**src/verilog/ajs_pkg.sv**
```systemverilog
/*
 * Constants, register map and state types for the axis jog/speed block.
 * Assumes a single pclk domain and an APB master on the register side.
 */
package ajs_pkg;
  localparam int NAX  = 2;
  localparam int SPW  = 16;
  localparam int DW   = 32;
  localparam int IW   = 5;
  localparam int NCFG = 14;

  // Word index within an axis block; byte address = {axis, index, 2'b00}
  localparam logic [IW-1:0] R_CTRL    = 5'h00;
  localparam logic [IW-1:0] R_CMD     = 5'h01;
  localparam logic [IW-1:0] R_CMD_SPD = 5'h02;
  localparam logic [IW-1:0] R_BIAS    = 5'h03;
  localparam logic [IW-1:0] R_LIMIT   = 5'h04;
  localparam logic [IW-1:0] R_JOG_SPD = 5'h05;
  localparam logic [IW-1:0] R_ACC     = 5'h06;
  localparam logic [IW-1:0] R_DEC     = 5'h07;
  localparam logic [IW-1:0] R_JOG_ACC = 5'h08;
  localparam logic [IW-1:0] R_JOG_DEC = 5'h09;
  localparam logic [IW-1:0] R_UPPER   = 5'h0a;
  localparam logic [IW-1:0] R_LOWER   = 5'h0b;
  localparam logic [IW-1:0] R_MOVE    = 5'h0c;
  localparam logic [IW-1:0] R_NEWVAL  = 5'h0d;
  localparam logic [IW-1:0] R_STATUS  = 5'h0e;
  localparam logic [IW-1:0] R_FEED    = 5'h0f;
  localparam logic [IW-1:0] R_CODES   = 5'h10;
  localparam logic [IW-1:0] R_LAUNCH  = 5'h11;

  // Control levels, command pulses, status fields
  localparam int C_JOG = 0;
  localparam int C_HALT = 1;
  localparam int C_DIR = 2;
  localparam int K_FEED = 0;
  localparam int K_SPD = 1;
  localparam int K_CHG = 2;
  localparam int K_ERST = 3;
  localparam int L_GO = 0;
  localparam int S_BUSY = 0;
  localparam int S_DONE = 1;
  localparam int S_ZERO = 2;
  localparam int S_PH = 4;
  localparam int S_OP = 8;
  localparam int W_LSB = 16;

  // Error, warning and operation state codes
  localparam logic [15:0] E_HALT_AT_START = 16'h044e;
  localparam logic [15:0] E_SOFT_UP       = 16'h044f;
  localparam logic [15:0] E_SOFT_LO       = 16'h0450;
  localparam logic [15:0] W_SPD_RANGE     = 16'h03fc;
  localparam logic [7:0]  OP_IDLE         = 8'h00;
  localparam logic [7:0]  OP_POS          = 8'h01;
  localparam logic [7:0]  OP_JOG          = 8'h02;
  localparam logic [7:0]  OP_SPEED        = 8'h0a;

  typedef enum logic [3:0] {
    PH_IDLE = 4'b0001, PH_ACC = 4'b0010, PH_RUN = 4'b0100, PH_DEC = 4'b1000
  } ajs_phase_t;
  typedef enum logic [3:0] {
    MD_IDLE = 4'b0001, MD_SPD = 4'b0010, MD_JOG = 4'b0100, MD_POS = 4'b1000
  } ajs_mode_t;

  typedef struct packed {
    ajs_phase_t       ph;
    ajs_mode_t        md;
    logic [SPW-1:0]   speed;
    logic [SPW-1:0]   tgt;
    logic [SPW-1:0]   accu;
    logic [DW-1:0]    feed;
    logic [DW-1:0]    remain;
    logic             busy;
    logic             zero;
    logic             done;
    logic             pulse;
    logic             dir;
    logic             jog_prev;
    logic [15:0]      err;
    logic [15:0]      warn;
  } ajs_axis_t;

  localparam ajs_axis_t AX_RST = '{ph: PH_IDLE, md: MD_IDLE, default: '0};
endpackage : ajs_pkg

```
**src/verilog/ajs_axis_ctrl.sv**
```systemverilog
/*
 * Two-axis pulse motion sequencer: current value change, speed control,
 * dual-axis launch and jog, reached over an APB slave.
 * Assumes a synchronous APB master on pclk; pulses feed a drive unit.
 */
module ajs_axis_ctrl
  import ajs_pkg::*;
(
  // Clock and reset
  input  wire logic           pclk,
  input  wire logic           presetn,
  // APB slave
  input  wire logic           psel,
  input  wire logic           penable,
  input  wire logic           pwrite,
  input  wire logic [7:0]     paddr,
  input  wire logic [DW-1:0]  pwdata,
  output logic      [DW-1:0]  prdata,
  output logic                pready,
  output logic                pslverr,
  // Drive unit pulse outputs
  output logic      [NAX-1:0] pulse_out,
  output logic      [NAX-1:0] dir_out
);

  typedef struct packed {
    logic [NAX-1:0][NCFG-1:0][DW-1:0] cfg;
    ajs_axis_t [NAX-1:0]              ax;
    logic [DW-1:0]                    rdata;
    logic                             rdy;
    logic                             serr;
  } ajs_state_t;

  ajs_state_t state;
  ajs_state_t next_state;

  // Clamp to limit and bias; a limit of zero means no limit
  function automatic logic [SPW:0] clamp_spd(
    input logic [SPW-1:0] v,
    input logic [SPW-1:0] bias,
    input logic [SPW-1:0] lim
  );
    logic [SPW:0] r;
    r = {1'b0, v};
    if (lim != '0 && v > lim)
    begin
      r = {1'b1, lim};
    end
    else if (v < bias)
    begin
      r = {1'b1, bias};
    end
    return r;
  endfunction : clamp_spd

  // Move speed one step toward a target
  function automatic logic [SPW-1:0] ramp(
    input logic [SPW-1:0] cur,
    input logic [SPW-1:0] tgt,
    input logic [SPW-1:0] up,
    input logic [SPW-1:0] dn
  );
    logic [SPW:0] t;
    t = '0;
    if (cur < tgt)
    begin
      t = {1'b0, cur} + {1'b0, up};
      ramp = (t > {1'b0, tgt}) ? tgt : t[SPW-1:0];
    end
    else
    begin
      ramp = (cur - tgt > dn) ? cur - dn : tgt;
    end
  endfunction : ramp

  // Operation state reported for a mode
  function automatic logic [7:0] op_code(input ajs_mode_t md);
    unique case (md)
      MD_SPD:  op_code = OP_SPEED;
      MD_JOG:  op_code = OP_JOG;
      MD_POS:  op_code = OP_POS;
      MD_IDLE: op_code = OP_IDLE;
      default: op_code = OP_IDLE;
    endcase
  endfunction : op_code

  // Decoded APB access
  logic                 sel_ax;
  logic [IW-1:0]        idx;
  logic                 wr_go;
  logic                 setup;
  assign sel_ax = paddr[7];
  assign idx    = paddr[6:2];
  assign setup  = psel & ~penable;
  assign wr_go  = psel & penable & state.rdy & pwrite;

  // Next state: bus, commands and per-axis sequencing
  always_comb
  begin
    logic [NAX-1:0][3:0] cmd;
    logic                launch;
    logic                any_busy;
    logic [SPW:0]        cl;
    logic [SPW-1:0]      bias;
    logic [SPW-1:0]      lim;
    logic [SPW-1:0]      up;
    logic [SPW-1:0]      dn;
    logic [DW-1:0]       move;
    logic [DW-1:0]       nv;
    logic [DW-1:0]       dest;
    logic [SPW:0]        sum;
    logic                jog;
    logic                halt;
    logic                stat_ok;
    cmd        = '0;
    launch     = 1'b0;
    cl         = '0;
    bias       = '0;
    lim        = '0;
    up         = '0;
    dn         = '0;
    move       = '0;
    nv         = '0;
    dest       = '0;
    sum        = '0;
    jog        = 1'b0;
    halt       = 1'b0;
    stat_ok    = 1'b0;
    next_state = state;
    any_busy   = state.ax[0].busy | state.ax[1].busy;

    // Register writes; command words only pulse
    if (wr_go)
    begin
      if (idx == R_CMD)
      begin
        cmd[sel_ax] = pwdata[3:0];
      end
      else if (idx == R_LAUNCH)
      begin
        launch = pwdata[L_GO];
      end
      else if (idx < R_STATUS)
      begin
        next_state.cfg[sel_ax][idx] = pwdata;
      end
    end

    // Registered answer: ready in the access cycle, zero wait states
    next_state.rdy   = setup;
    next_state.serr  = setup & (idx > R_LAUNCH);
    next_state.rdata = '0;
    if (setup && !pwrite)
    begin
      stat_ok = 1'b1;
      if (idx < R_STATUS && idx != R_CMD)
      begin
        next_state.rdata = state.cfg[sel_ax][idx];
      end
      else if (idx == R_STATUS)
      begin
        next_state.rdata[S_BUSY]       = state.ax[sel_ax].busy;
        next_state.rdata[S_DONE]       = state.ax[sel_ax].done;
        next_state.rdata[S_ZERO]       = state.ax[sel_ax].zero;
        next_state.rdata[S_PH +: 4]    = state.ax[sel_ax].ph;
        next_state.rdata[S_OP +: 8]    = op_code(state.ax[sel_ax].md);
      end
      else if (idx == R_FEED)
      begin
        next_state.rdata = state.ax[sel_ax].feed;
      end
      else if (idx == R_CODES)
      begin
        next_state.rdata[15:0]         = state.ax[sel_ax].err;
        next_state.rdata[W_LSB +: 16]  = state.ax[sel_ax].warn;
      end
    end

    for (int a = 0; a < NAX; a++)
    begin
      bias = state.cfg[a][R_BIAS][SPW-1:0];
      lim  = state.cfg[a][R_LIMIT][SPW-1:0];
      nv   = state.cfg[a][R_NEWVAL];
      move = state.cfg[a][R_MOVE];
      jog  = state.cfg[a][R_CTRL][C_JOG];
      halt = state.cfg[a][R_CTRL][C_HALT];
      next_state.ax[a].pulse    = 1'b0;
      next_state.ax[a].jog_prev = jog;

      // Error reset first so a same-cycle event still lands
      if (cmd[a][K_ERST])
      begin
        next_state.ax[a].err  = '0;
        next_state.ax[a].warn = '0;
      end

      // Current value change on a stationary axis
      if (cmd[a][K_FEED] && !state.ax[a].busy)
      begin
        if ($signed(nv) > $signed(state.cfg[a][R_UPPER]))
        begin
          next_state.ax[a].err = E_SOFT_UP;
        end
        else if ($signed(nv) < $signed(state.cfg[a][R_LOWER]))
        begin
          next_state.ax[a].err = E_SOFT_LO;
        end
        else
        begin
          next_state.ax[a].feed = nv;
        end
      end

      // Speed control start
      if (cmd[a][K_SPD] && !state.ax[a].busy)
      begin
        cl = clamp_spd(state.cfg[a][R_CMD_SPD][SPW-1:0], bias, lim);
        next_state.ax[a].md   = MD_SPD;
        next_state.ax[a].busy = 1'b1;
        next_state.ax[a].done = 1'b0;
        next_state.ax[a].feed = '0;
        next_state.ax[a].dir  = state.cfg[a][R_CTRL][C_DIR];
        next_state.ax[a].tgt  = cl[SPW-1:0];
        next_state.ax[a].zero = (cl[SPW-1:0] == '0);
        next_state.ax[a].ph   = PH_ACC;
        if (cl[SPW])
        begin
          next_state.ax[a].warn = W_SPD_RANGE;
        end
      end

      // Jog start on a fresh rising edge only, never while busy
      if (jog && !state.ax[a].jog_prev && !state.ax[a].busy)
      begin
        if (halt)
        begin
          next_state.ax[a].err = E_HALT_AT_START;
        end
        else
        begin
          cl = clamp_spd(state.cfg[a][R_JOG_SPD][SPW-1:0], bias, lim);
          next_state.ax[a].md   = MD_JOG;
          next_state.ax[a].busy = 1'b1;
          next_state.ax[a].done = 1'b0;
          next_state.ax[a].dir  = state.cfg[a][R_CTRL][C_DIR];
          next_state.ax[a].tgt  = cl[SPW-1:0];
          next_state.ax[a].zero = (cl[SPW-1:0] == '0);
          next_state.ax[a].ph   = PH_ACC;
          if (cl[SPW])
          begin
            next_state.ax[a].warn = W_SPD_RANGE;
          end
        end
      end

      // Speed change while running; refused during deceleration and in positioning
      if (cmd[a][K_CHG] && state.ax[a].busy && state.ax[a].ph != PH_DEC
          && state.ax[a].md != MD_POS)
      begin
        cl = clamp_spd(nv[SPW-1:0], bias, lim);
        next_state.ax[a].tgt  = cl[SPW-1:0];
        next_state.ax[a].zero = (cl[SPW-1:0] == '0);
        if (cl[SPW])
        begin
          next_state.ax[a].warn = W_SPD_RANGE;
        end
      end

      // Halt, or jog release, starts the deceleration
      if (state.ax[a].busy && state.ax[a].ph != PH_DEC
          && (halt || (state.ax[a].md == MD_JOG && !jog)))
      begin
        next_state.ax[a].ph = PH_DEC;
      end

      // Ramp rates: jog uses its own parameter block
      up = (state.ax[a].md == MD_JOG) ? state.cfg[a][R_JOG_ACC][SPW-1:0]
                                      : state.cfg[a][R_ACC][SPW-1:0];
      dn = (state.ax[a].md == MD_JOG) ? state.cfg[a][R_JOG_DEC][SPW-1:0]
                                      : state.cfg[a][R_DEC][SPW-1:0];

      // Speed profile
      unique case (state.ax[a].ph)
        PH_ACC, PH_RUN:
        begin
          if (next_state.ax[a].ph != PH_DEC)
          begin
            next_state.ax[a].speed = ramp(state.ax[a].speed, state.ax[a].tgt, up, dn);
            if (state.ax[a].speed == state.ax[a].tgt)
            begin
              next_state.ax[a].ph = PH_RUN;
            end
          end
        end
        PH_DEC:
        begin
          next_state.ax[a].speed = ramp(state.ax[a].speed, '0, up, dn);
          if (state.ax[a].speed == '0)
          begin
            next_state.ax[a].ph   = PH_IDLE;
            next_state.ax[a].md   = MD_IDLE;
            next_state.ax[a].busy = 1'b0;
            next_state.ax[a].zero = 1'b0;
          end
        end
        PH_IDLE:
        begin
          next_state.ax[a].speed = '0;
        end
      endcase

      // Pulse generation by phase accumulator
      sum = {1'b0, state.ax[a].accu} + {1'b0, state.ax[a].speed};
      next_state.ax[a].accu = sum[SPW-1:0];
      if (sum[SPW])
      begin
        next_state.ax[a].pulse = 1'b1;
        if (state.ax[a].md != MD_SPD)
        begin
          next_state.ax[a].feed = state.ax[a].dir ? state.ax[a].feed - 32'h0000_0001
                                                  : state.ax[a].feed + 32'h0000_0001;
        end
        if (state.ax[a].md == MD_POS)
        begin
          next_state.ax[a].remain = state.ax[a].remain - 32'h0000_0001;
          if (state.ax[a].remain == 32'h0000_0001)
          begin
            next_state.ax[a].ph    = PH_IDLE;
            next_state.ax[a].md    = MD_IDLE;
            next_state.ax[a].busy  = 1'b0;
            next_state.ax[a].done  = 1'b1;
            next_state.ax[a].speed = '0;
          end
        end
      end

      // Dual-axis launch: checked per axis, blocked if any axis busy
      if (launch && !any_busy)
      begin
        dest = state.ax[a].feed + move;
        if (move == '0)
        begin
          next_state.ax[a].done = 1'b1;
        end
        else if ($signed(dest) > $signed(state.cfg[a][R_UPPER]))
        begin
          next_state.ax[a].err = E_SOFT_UP;
        end
        else if ($signed(dest) < $signed(state.cfg[a][R_LOWER]))
        begin
          next_state.ax[a].err = E_SOFT_LO;
        end
        else
        begin
          cl = clamp_spd(state.cfg[a][R_CMD_SPD][SPW-1:0], bias, lim);
          next_state.ax[a].md     = MD_POS;
          next_state.ax[a].busy   = 1'b1;
          next_state.ax[a].done   = 1'b0;
          next_state.ax[a].dir    = move[DW-1];
          next_state.ax[a].remain = move[DW-1] ? -move : move;
          next_state.ax[a].tgt    = cl[SPW-1:0];
          next_state.ax[a].zero   = (cl[SPW-1:0] == '0);
          next_state.ax[a].ph     = PH_ACC;
        end
      end
    end
  end

  // Reset value of the whole block
  localparam ajs_state_t ST_RST = '{ax: {NAX{AX_RST}}, default: '0};

  // State register
  always_ff @(posedge pclk or negedge presetn)
  begin
    if (!presetn)
    begin
      state <= ST_RST;
    end
    else
    begin
      state <= next_state;
    end
  end

  // Outputs straight from state flops
  always_comb
  begin
    prdata  = state.rdata;
    pready  = state.rdy;
    pslverr = state.serr;
    for (int a = 0; a < NAX; a++)
    begin
      pulse_out[a] = state.ax[a].pulse;
      dir_out[a]   = state.ax[a].dir;
    end
  end

endmodule : ajs_axis_ctrl

```
**config.mk**
```make
export PLATFORM = sky130hd
export DESIGN_NAME = ajs_axis_ctrl
export DESIGN_NICKNAME = d
export VERILOG_FILES = /design/src/verilog/ajs_pkg.sv /design/src/verilog/ajs_axis_ctrl.sv
export SDC_FILE = /design/constraint.sdc
export NUM_CORES = 2
export LEC_CHECK = 0
export ABC_CLOCK_PERIOD_IN_PS = 6800
export BUFFER_PORTS_ARGS = -buffer_cell sky130_fd_sc_hd__buf_2
export CORE_MARGIN = 4
export CORE_UTILIZATION = 50
export DETAILED_ROUTE_END_ITERATION = 7
export PLACE_DENSITY_LB_ADDON = 0.3
export SLEW_MARGIN = 30
export SYNTH_ARGS = -nofsm -noshare
export SYNTH_HDL_FRONTEND = slang
export SYNTH_SLANG_ARGS = --single-unit
```
**constraint.sdc**
```tcl
create_clock -name pclk -period 6.8 [get_ports pclk]
set_input_delay 0 -clock pclk [delete_from_list [all_inputs] [get_ports pclk]]
set_output_delay 0 -clock pclk [all_outputs]
set_load 0.05 [all_outputs]
```
## Word-level counts from Yosys, hierarchy flattened

Index checks and enable logic that the tools add are counted.

- Input port bits: 45
- Output and inout port bits: 38
- Word-level logic and storage cells: 435
- Bits in registers: 1246

- Mux-type cells: 217
- $add $sub $neg: 18
- Reduce and logical (&&, ||, !) cells: 58
- Magnitude comparators: 38
- Equality and inequality tests: 33
- Bitwise gates (word level): 10

Operators with widths:

| operator | number |
|---|---|
| 2-to-1 mux 448 bit | 3 |
| 2-to-1 mux 16 bit | 71 |
| bitwise mux 896 bit | 1 |
| 2-to-1 mux 32 bit | 24 |
| demux 448 bit (select 1 bit) | 1 |
| 2-to-1 mux 17 bit | 20 |
| 2-to-1 mux 158 bit | 2 |
| 2-to-1 mux 35 bit | 6 |
| > comparator 16 bit | 10 |
| zero test 16 bit | 10 |
| 2-to-1 mux 24 bit | 6 |
| 2-to-1 mux 8 bit | 18 |
| 2-to-1 mux 65 bit | 2 |
| binary-select mux 32 bit (select 4 bit) | 1 |
| demux 32 bit (select 4 bit) | 1 |
| > comparator 32 bit | 4 |
| < comparator 16 bit | 8 |
| < comparator 32 bit | 4 |
| subtractor 32 x 1 -> 32 bit (second input constant) | 4 |
| one-hot mux 16 bit (3 select lines) | 2 |
| adder 16 x 16 -> 17 bit | 4 |
| 2-to-1 mux 34 bit | 2 |
| 2-to-1 mux 33 bit | 2 |
| adder 32 x 1 -> 32 bit (second input constant) | 2 |
| 43 further kinds | 166 |

## Logic depth before layout (Yosys ltp)

- Depth in word-level cells: 23
- Mapped depth: 28
- Mapped depth without buffers: 26

## Worst setup path before layout

OpenSTA, ideal clock, no wires.

- Kind: register to register
- Start: reg state[185] in the netlist's numbering
- End: reg state[181] in the netlist's numbering
- Library setup time: 138 ps
- Period minus slack after synthesis: 5955 ps
- Buffers on the path: 1
- Data arrival time: 5817 ps
- Required time: 6662 ps
- Stages on the path, launching flop included: 27
- Setup slack: 845 ps
- Path through: dfrtp_1 -> nor4b_1 -> clkbuf_1 -> mux2_2 -> ha_1 -> inv_1 -> fa_1 -> inv_1 -> a21o_1 -> a211oi_1 -> o211ai_1 -> and4_1 -> o31ai_1 -> nand2b_1 -> xnor2_1 -> inv_1 -> ha_1 -> nand2_1 -> nor4_1 -> a21boi_0 -> o41a_1 -> o21ai_0 -> nand3_1 -> and2_1 -> a221oi_1 -> o21a_1 -> a211oi_1

RTL lines:

| element | RTL line | text |
|---|---|---|
| from (decl) | ajs_axis_ctrl.sv:34 | `ajs_state_t state;` |
| from (signal assigned) | ajs_axis_ctrl.sv:381 | `state <= next_state;` |

==> out/qor.yml <==
synth-simple-area-share_pct: 9.74
drt-total-wl_um: 317000
crit_start: "state[263]$_DFF_PN0_"
core_sq_mm: 0.167
path_class: "register to register"
syn_inst: 8059
min_period_ps: 6460
synthAdderAreaFrac_pct: 11.6
synth.distinct_cells: 91
synth_area_per_cell_sq_um: 10.4
setup_ws_ps: 341
die_h_um: 418
routed-via-count: 68350
layout_common_cells: "dfrtp_1 (1,242), mux2_2 (837), ha_1 (758)"
finalSetupViolations: 0
multi_input_area_sq_mm: 0.0497
dp_hpwl_um: 238000
cts_tree: "built"
yosysSeqAreaShare_pct: 37.2
synth_area_leaders: "dfrtp_1 (37%), ha_1 (11%), mux2_2 (11%)"
end_kind: "register"
finalPower_mw: 20.9
status: "complete, no violations"
holdWs_ps: 79.7
drc_errors: 0
regArea_sq_mm: 0.0312
ant_nets: 0
p_leak_nw: 44.8
p_per_area_mw_per_mm2: 226
rr_endpoint: "state[223]$_DFF_PN0_"
cp.arrival_ps: 7190
vdd_drop_max_uv: 289
worstSetupStartpointType: "register"
ys.warnings.count: 0
critPathMaxStageDelay_ps: 680
drtIter0Drc: 7817
worst_slew_pin_slew_ps: 1120
grt_pass1_wl_um: 459000
crit_family: "compound AO/OA/AOI/OAI gates"
fp.dieW_um: 418
crit_buf_inv: 2
rows: 150
synth.area.mux_share_pct: 19.9
grt_start_max_net_pins: 166
path_clk_slew_ps: 60
ys_ff_latch: 1246
globalplace.congestion: 1.03
reg2reg_from: "state[263]$_DFF_PN0_"
totalNegativeSetupSlack_ps: 0
ios: 83
final_common_cell: "dfrtp_1"
viasPerCell: 6.62
cts_made_buffers: 144
slew_viol_final: 0
synth_ff_type: "dfrtp_1"
dp_slack_ps: 297
synth_edf_count: 0
port_buffers: 80
fin_nets: 8818
overflow: 0
initial_core_util_pct: 50.2
synthXorXnorAreaFrac_pct: 3.51
netlist.area_leader.share_pct: 37.0
rr_worst_depth: 25
worstSetupEndpoint: "state[223]$_DFF_PN0_"
max_cap_viol_count: 0
synth_top_family_by_area: "multiplexers"
synth-compound-area-share_pct: 14.1
critPathMaxFanout: 9
required_ps: 7530
relSlewSlack_pct: 24.8
hold_viol: 0
yosys.area.top_type: "dfrtp_1"
stdcell_count: 10325
placedCellCount: 10018
firstDrtPassIters: 8
area_delta_synth_final_pct: 10.1
htree_levels: 4
antenna_found_initial: 13
path_depth: 25
fin_worst_skew_ps: 48.6
cts_sinks: 1246
syn_area_sq_mm: 0.0839
die_area_sq_mm: 0.174
hold_path_class: "primary input to register"
synth_nets: 8874
root_buffer: "clkbuf_16"
rrSetupSlack_ps: 340
hold_path_depth: 3
synthArstFlopShare_pct: 100
fmax_mhz: 155
finalCritPeriodShare_pct: 95.0
critPathSlowestCell: "or4b_2"
grt_pass1_vias: 66164
fillCellCount: 14348
post_drt_wl_per_cell_um: 30.7
post_cts.repair.setup_buffers: 0
track_usage_pct: 35.8
insertion_delay_ps: 820
clockBufferDepth: 3
layout-drive-gt1-share_pct: 20.3
[worst min-delay path by stage]
stage	from	to	slack [ps]
global placement	presetn	state[141]$_DFF_PN0_	-10
global route	paddr[4]	pslverr$_DFF_PN0_	40
detailed placement	presetn	state[137]$_DFF_PN0_	-10
finish	psel	pready$_DFF_PN0_	80
floorplan	presetn	dir_out[0]$_DFF_PN0_	-300
CTS	psel	pready$_DFF_PN0_	4
[synthesized netlist by cell type, types with 48 or more instances]
cell	count
a21o_1	198
a22oi_1	51
o21a_1	69
buf_1	86
and3_1	48
nor4_1	54
nand2_1	484
nand4_1	118
inv_1	342
nand3_1	115
o22ai_1	120
ha_1	758
nor2b_1	72
o21ai_0	451
nand2b_1	72
nor2_1	392
o211ai_1	59
mux2_2	837
mux4_2	194
xor2_1	132
a21oi_1	481
a211oi_1	98
mux2i_1	294
xnor2_1	204
dfrtp_1	1242
clkbuf_1	384
nor3_1	105
[state kept, by name, summed over array words and instances (netlist names)]
| register | count |
|---|---|
| dir_out | 2 |
| next_state | 2 |
| prdata | 32 |
| pready | 1 |
| pslverr | 1 |
| pulse_out | 2 |
| state | 1206 |
[layout make-up]
class	instances	share of cell area (%)
multi-input combinational	5963	53.8
sequential	1246	33.7
clock buffer	202	4.52
tap	2204	2.98
timing repair buffer	306	2.63
inverter	342	1.39
clock inverter	57	0.888
antenna	5	0.0135
[worst min-delay path, stage by stage]
cell and delay (ps):
buf_2 90, nor2b_1 120, dlygate4sd3_1 620
[through the flow]
stage | instance area (sq um) | utilization [%]
4_1_cts | 92300 | 55.3
2_1_floorplan | 83900 | -
5_1_grt | 92400 | 55.3
6_report | 92400 | 55.3
3_5_place_dp | 86900 | 52.0
3_3_place_gp | 86800 | 52.0
[report_power, final]
part | leakage (nW) | switching (mW) | internal (mW) | total, mW
logic | 26.1 | 2.84 | 1.76 | 4.60
clock network | 2.44 | 3.40 | 4.82 | 8.22
registers | 16.2 | 0.365 | 7.69 | 8.05
[repair_timing]
item                                     CTS  global route
endpoints found under the hold margin   1226             0
resized for setup                          0             2
hold buffers                              42             0
endpoints found under the setup margin     0             8
[logic make-up (layout without fill, tap and decap cells)]
family / Yosys count / count (layout)
other: 0 / 5
buffers and inverters: 850 / 907
multiplexers: 1325 / 1325
XOR/XNOR: 336 / 336
flip-flops: 1246 / 1246
AND/OR/NAND/NOR: 1662 / 1662
AO/OA/AOI/OAI: 1870 / 1870
adder cells (fa/ha/maj): 770 / 770
[metal layers]
layer  track usage [%]  wire length [um]  up-vias  part of all wire (%)
met1              51.5            136000    34588                    43
li1                  -                 -    29685                     -
met4              14.7             15200        6                   4.8
met3              10.6             35800      594                    11
met2              50.2            130000     3477                    41
met5             0.583               166        -                 0.052
No activity file was read; power rests on OpenSTA's default activity.
